==> src/verilog/msrg_pkg.sv <==
// Package of constants for the module select and reset gate
package msrg_pkg;
    // Default minimum reset pulse, in ns; the real figure is set elsewhere
    localparam int unsigned RESET_MIN_NS     = 1000;
    localparam int unsigned CLK_PERIOD_NS    = 10;
    // Least time rounds up to whole cycles
    localparam int unsigned RESET_MIN_CYCLES = (RESET_MIN_NS + CLK_PERIOD_NS - 1) / CLK_PERIOD_NS;
    localparam int unsigned CNT_W            = 16;
    localparam logic [7:0]  SETTING_DEFAULT  = 8'h00;
    localparam int unsigned SETTING_W        = 8;
    localparam int unsigned TGT_ADDR_W       = 7;
    localparam logic [6:0]  TGT_ADDR_DEFAULT = 7'h50;
endpackage

==> src/verilog/msrg_gate.sv <==
// Select gate and filtered module reset for the 2-wire management target
`timescale 1ns/1ps
module msrg_gate
    import msrg_pkg::*;
#(
    parameter int unsigned MIN_RESET_CYCLES = RESET_MIN_CYCLES
) (
    input  wire logic                 clk,
    input  wire logic                 reset,
    // Select pin, two signals; oe high means driven
    input  wire logic                 module_select_n_in,
    input  wire logic                 module_select_n_oe,
    // Reset pin, two signals
    input  wire logic                 module_reset_n_in,
    input  wire logic                 module_reset_n_oe,
    // Data line from the inner target, and to the pad
    input  wire logic                 tgt_sda_oe,
    output logic                      sda_oe,
    output logic                      sda_out,
    // Gate towards the inner target
    output logic                      tgt_enable,
    // Module reset pulse and settings default
    output logic                      module_reset_pulse,
    output logic                      module_in_reset,
    input  wire logic                 setting_we,
    input  wire logic [SETTING_W-1:0] setting_wdata,
    output logic [SETTING_W-1:0]      setting_q
);
    //////////////////////////////////////////////////////////////////////
    // Pin synchronisers. Level and drive enable of each pin pass two flops
    // before any logic sees them, so the pull-up mux reads only synchronised
    // values. The two paths of one pin may resolve a cycle apart on a change;
    // the select then glitches for one cycle at most, and the reset filter
    // swallows such a glitch anyway.
    localparam int unsigned PIN_N = 4;
    logic [PIN_N-1:0] pin_raw;
    logic [PIN_N-1:0] pin_s;
    logic             sel_n_s;
    logic             rst_n_s;

    // Bit order: select level, select enable, reset level, reset enable
    assign pin_raw = {module_reset_n_oe, module_reset_n_in,
                      module_select_n_oe, module_select_n_in};

    // Flops start high, reading as deselected and out of reset
    for (genvar gi = 0; gi < PIN_N; gi++) begin : g_pin_sync
        msrg_sync #(.RESET_VAL(1'b1)) u_sync (
            .clk   (clk),
            .reset (reset),
            .din   (pin_raw[gi]),
            .dout  (pin_s[gi])
        );
    end

    // Pull-ups: an undriven pin reads high
    assign sel_n_s = pin_s[1] ? pin_s[0] : 1'b1;
    assign rst_n_s = pin_s[3] ? pin_s[2] : 1'b1;

    //////////////////////////////////////////////////////////////////////
    // Select gate. The assert and deassert waits are the host's duty; the
    // gate only adds three cycles of latency, which those waits cover.
    // Registering the gate delays a select glitch but still passes it to the data enable.
    logic sel_q;
    logic sel_d;

    always_comb begin
        sel_d = ~sel_n_s;
    end

    // Gate register
    always_ff @(posedge clk) begin
        if (reset) sel_q <= 1'b0;
        else       sel_q <= sel_d;
    end

    assign tgt_enable = sel_q;
    assign sda_oe     = sel_q & tgt_sda_oe;
    assign sda_out    = 1'b0;                 // Open drain pulls low only

    //////////////////////////////////////////////////////////////////////
    // Reset filter. A synchronised low in IDLE starts the count at zero;
    // the pulse fires once the count has reached MIN_RESET_CYCLES with the
    // pin still low. Any high sample during the count drops back to IDLE,
    // so short lows never touch the settings. HELD waits for the pin to
    // return high, which keeps one long low from firing twice.
    typedef enum logic [1:0] {MSRG_IDLE, MSRG_COUNT, MSRG_HELD} msrg_state_t;
    msrg_state_t     st_q;
    msrg_state_t     st_d;
    logic [CNT_W-1:0] cnt_q;
    logic [CNT_W-1:0] cnt_d;
    logic             pulse_q;
    logic             pulse_d;

    always_comb begin
        st_d    = st_q;
        cnt_d   = cnt_q;
        pulse_d = 1'b0;
        unique case (st_q)
            MSRG_IDLE: begin
                cnt_d = '0;
                if (!rst_n_s) st_d = MSRG_COUNT;
            end
            MSRG_COUNT: begin
                if (rst_n_s) begin
                    st_d = MSRG_IDLE;
                end else if (cnt_q >= CNT_W'(MIN_RESET_CYCLES)) begin
                    st_d    = MSRG_HELD;
                    pulse_d = 1'b1;
                end else begin
                    cnt_d = cnt_q + CNT_W'(1);
                end
            end
            MSRG_HELD: begin
                if (rst_n_s) st_d = MSRG_IDLE;
            end
            default: st_d = MSRG_IDLE; // Unused code falls back to IDLE
        endcase
    end

    // State, count and pulse registers
    always_ff @(posedge clk) begin
        if (reset) begin
            st_q    <= MSRG_IDLE;
            cnt_q   <= '0;
            pulse_q <= 1'b0;
        end else begin
            st_q    <= st_d;
            cnt_q   <= cnt_d;
            pulse_q <= pulse_d;
        end
    end

    // Pulse comes straight from its flop; held level is decoded from the state flops
    assign module_reset_pulse = pulse_q;
    assign module_in_reset    = (st_q == MSRG_HELD);

    //////////////////////////////////////////////////////////////////////
    // User setting, restored to default by module reset. The reset wins
    // over a write in the same cycle, and writes stay blocked while HELD,
    // so software cannot change a setting before the module is released.
    logic [SETTING_W-1:0] set_q;
    logic [SETTING_W-1:0] set_d;

    always_comb begin
        set_d = set_q;
        if (pulse_d || module_in_reset) set_d = SETTING_DEFAULT;
        else if (setting_we)            set_d = setting_wdata;
    end

    // Setting register
    always_ff @(posedge clk) begin
        if (reset) set_q <= SETTING_DEFAULT;
        else       set_q <= set_d;
    end

    // Data output straight from the register
    assign setting_q = set_q;
endmodule // msrg_gate

==> src/verilog/msrg_sync.sv <==
// Two-flop synchroniser for pin inputs
`timescale 1ns/1ps
module msrg_sync #(
    parameter logic RESET_VAL = 1'b1
) (
    input  wire logic clk,
    input  wire logic reset,
    input  wire logic din,
    output logic      dout
);
    logic meta_q;
    logic meta_d;
    logic dout_q;
    logic dout_d;

    // First stage feeds only the second stage
    always_comb begin
        meta_d = din;
        dout_d = meta_q;
    end

    always_ff @(posedge clk) begin
        if (reset) begin
            meta_q <= RESET_VAL;
            dout_q <= RESET_VAL;
        end else begin
            meta_q <= meta_d;
            dout_q <= dout_d;
        end
    end

    assign dout = dout_q;
endmodule // msrg_sync
==> config.mk <==
export PLATFORM = sky130hd
export DESIGN_NAME = msrg_gate
export DESIGN_NICKNAME = d
export VERILOG_FILES = /design/src/verilog/msrg_pkg.sv /design/src/verilog/msrg_gate.sv /design/src/verilog/msrg_sync.sv
export SDC_FILE = /design/constraint.sdc
export NUM_CORES = 1
export LEC_CHECK = 0
export ABC_AREA = 1
export BUFFER_PORTS_ARGS = -buffer_cell sky130_fd_sc_hd__buf_4
export CAP_MARGIN = 20
export CORE_MARGIN = 2
export CORE_UTILIZATION = 57
export CTS_CLUSTER_DIAMETER = 40
export DETAILED_ROUTE_END_ITERATION = 12
export PLACE_DENSITY = 0.92
export SYNTH_ARGS = -nofsm -noshare
export SYNTH_HDL_FRONTEND = slang
export SYNTH_SLANG_ARGS = --single-unit
==> constraint.sdc <==
create_clock -name clk -period 3.64 [get_ports clk]
set_clock_uncertainty 0.1 [all_clocks]
set_input_delay 0.182 -clock clk [delete_from_list [all_inputs] [get_ports clk]]
set_output_delay 0.182 -clock clk [all_outputs]
set_load 0.01 [all_outputs]
==> results by group <==
Outcome
  – Run status: complete, no violations

Clocking
  – Clock buffers created by TritonCTS: 5
  – TritonCTS clock tree: built
  – Deepest clock path buffer count: 2
  – CTS sink count: 36
  – Cts repair resizes: 0
  – H-Tree Depth: 2
  – CTS root buffer: clkbuf_4
  – Worst-skew pair later-pin latency: 0.34 ns
  – Clock transition at path regs: 0.11 ns

STA
  – Maximum clock frequency: 695 MHz
  – Slew Viols, Final: 0
  – Final hold violation count: 0
  – Total negative setup slack: 0 ns
  – Setup-failing EPs final: 0
  – Final period util: 39.5%
  – RSZ-0062 raised after global routing: no
  – Tmin final: 1.44 ns

Placed design
  – I/O Buffers: 27
  – DP HPWL: 1900 microns
  – RD Place Congestion: 0.780

Yosys
  – Synth warnings: 0
  – Netlist Area Pre-Place: 1460 sq um
  – Main synth FF type: dfxtp_1
  – Post-Synthesis Net Count: 195
  – Synthesized instance count: 177
  – Flops & latches, synth: 36
  – Seq/Total Area, Yosys: 49.4%
  – Post-synth EDFFs: 0
  – Netlist cell types: 23
  – Syn avg cell area: 8.25 sq um
  – Async SR Flop Fraction: 0%

Detailed routing
  – Post-route ant nets: 0
  – Average vias per placed instance: 5.00
  – Final WL: 3160 microns
  – First-pass DRT Iterations: 4
  – Detailed-route DRC error count: 0
  – Routed WL per cell: 12.7 microns
  – Initial DRC Count: 22
  – Via count: 1239

Floorplanning
  – Chip height: 54.6 microns
  – Initial cell density of the core: 59.5%
  – Rows: 18
  – Die area: 2980 sq um
  – Die Wd: 54.6 microns
  – Io pins: 29
  – Core area: 2450 sq um

Global routing
  – Vias in the first global route: 1069
  – First-pass GRT wire length: 4720 microns
  – Global route overflow: 0
  – Global-route usage over all layers: 23.5%
  – Initial antenna violation count: 0
  – Largest net degree at the start of global routing: 28

Power and ir drop
  – Total Power: 0.782 mW
  – VDD IR max: 0.000411 V
  – Static Leakage: 0.796 nW
  – Pwr/cell area: 416 nW/um^2

Layout
  – Multi-input logic area: 637 sq um
  – Final net count: 235
  – Commonest non-fill, non-tap cell in the layout: nand2_1
  – FF/Latch Area: 721 sq um
  – Fillers: 157
  – Share of layout cells above drive strength 1: 26.1%
  – Commonest non-fill, non-tap cells in the layout: nand2_1, dfxtp_1, buf_4, inv_1, nor2_1
  – Area Growth Syn to Fin: 28.8%
  – Ant. Diodes: 0

Setup path
  – Crit-path max FO: 16
  – CP top delay family: simple AND/OR/NAND/NOR gates
  – Max stage delay on crit path: 0.31 ns
  – Critical Path Start Type: flop
  – Most used cell, CP: nand2_1
  – Critical path type: reg2reg
  – Slowest CP cell: dfxtp_1
  – Setup crit end kind: flop
  – CP cell instances: inv_1 -> nand2_1 -> nor2_1 -> nand4_4 -> nand2_4 -> nand2_1 -> a21oi_1
  – Worst EP arrival: 1.61 ns
  – CP Buf/Inv Count: 1
  – Critical Path RT: 3.81 ns

Min path
  – Tightest Hold Check Type: in2reg

Job
  – Max_cap viols: 0
==> registers in the layout (all words and copies together), names as in the netlist <==
name and cells:
cnt_q 16, g_pin_sync.u_sync.dout 4, g_pin_sync.u_sync.dout_d 4, module_reset_pulse 1, setting_q 8, st_q 2, tgt_enable 1
==> synth_stat cells (2+ instances only) <==
cell type | instances | area, sq um
o21bai_1 | 2 | 15.0
ha_1 | 2 | 25.0
dfxtp_1 | 36 | 721
nor3b_2 | 6 | 75.1
nand2_1 | 41 | 154
nor2_1 | 18 | 67.6
xor2_1 | 2 | 17.5
nand2_2 | 2 | 12.5
clkbuf_1 | 2 | 7.51
inv_1 | 18 | 67.6
nor3_2 | 3 | 30.0
nand3_1 | 11 | 55.1
a21oi_1 | 17 | 85.1
or2_2 | 8 | 50.1
==> cells by family (layout without fill, tap and decap cells) <==
| kind of cell | Yosys count | count (layout) | share of synthesized area, % |
|---|---|---|---|
| and+or+nand+nor | 93 | 93 | 33.6 |
| DFF | 36 | 36 | 49.4 |
| buffers and inverters | 24 | 65 | 7.03 |
| AOI/OAI and AO/OA | 19 | 19 | 6.85 |
| adders and majority gates | 2 | 2 | 1.71 |
| xor gates and xnor gates | 2 | 2 | 1.20 |
| other | 1 | 1 | 0.257 |
==> routing by layer <==
metal  part of all wire, %  track usage [%]
met5                     0                0
met4                   3.5             12.5
met3                   4.4             8.47
met2                    52             39.1
met1                    40             25.8
==> timing repair <==
item | 4_1_cts | 5_1_grt
endpoints found under the hold margin | 12 | 0
setup buffers | 0 | 0
hold buffers | 12 | 0
==> worst paths after layout <==
kind | endpoint | from | cells past startpoint | slack, ns
worst min register to register | tgt_enable$_SDFF_PP0_ | g_pin_sync[0].u_sync.dout$_SDFF_PP1_ | 1 | 0.31
worst min-delay path | setting_q[1]$_SDFFE_PP0P_ | setting_we | 3 | 0.03
worst max register to register | cnt_q[1]$_SDFFE_PP0P_ | g_pin_sync[2].u_sync.dout$_SDFF_PP1_ | 7 | 2.20
worst max-delay path | cnt_q[1]$_SDFFE_PP0P_ | g_pin_sync[2].u_sync.dout$_SDFF_PP1_ | 7 | 2.20
==> worst min-delay path, delay by kind of cell <==
kind	cells	cell delay [ns]
buf+inv	1	0.15
compound gates	1	0.05
simple gates	1	0.06
==> layout make-up <==
cell class                      instances  share of cell area, %
Inverter                               18                   3.59
Multi-Input combinational cell        117                   33.9
Sequential cell                        36                   38.3
Clock inverter                          1                   1.60
Clock buffer                            7                   3.46
Tap cell                               30                   2.00
Timing Repair Buffer                   39                   17.2
==> report_power, final <==
group	internal [mW]	leakage (nW)	switching [mW]	total, mW
clock	0.182	0.0515	0.130	0.312
sequential	0.403	0.294	0.00385	0.407
combinational	0.0330	0.451	0.0304	0.0634
==> stage by stage <==
stage	instance area (sq um)	setup slack (ns)	std cells	hold slack [ns]	util, %
after detailed placement	1670	2.23	228	0.278	67.8
after global routing	1880	2.05	248	0.0290	76.6
final	1880	2.20	248	0.0324	76.6
after global placement	1670	2.27	228	0.267	67.8
after floorplan	1460	2.36	177	0.186	-
after CTS	1880	2.20	248	0.0156	76.6
(Power assumes the default switching activity.)
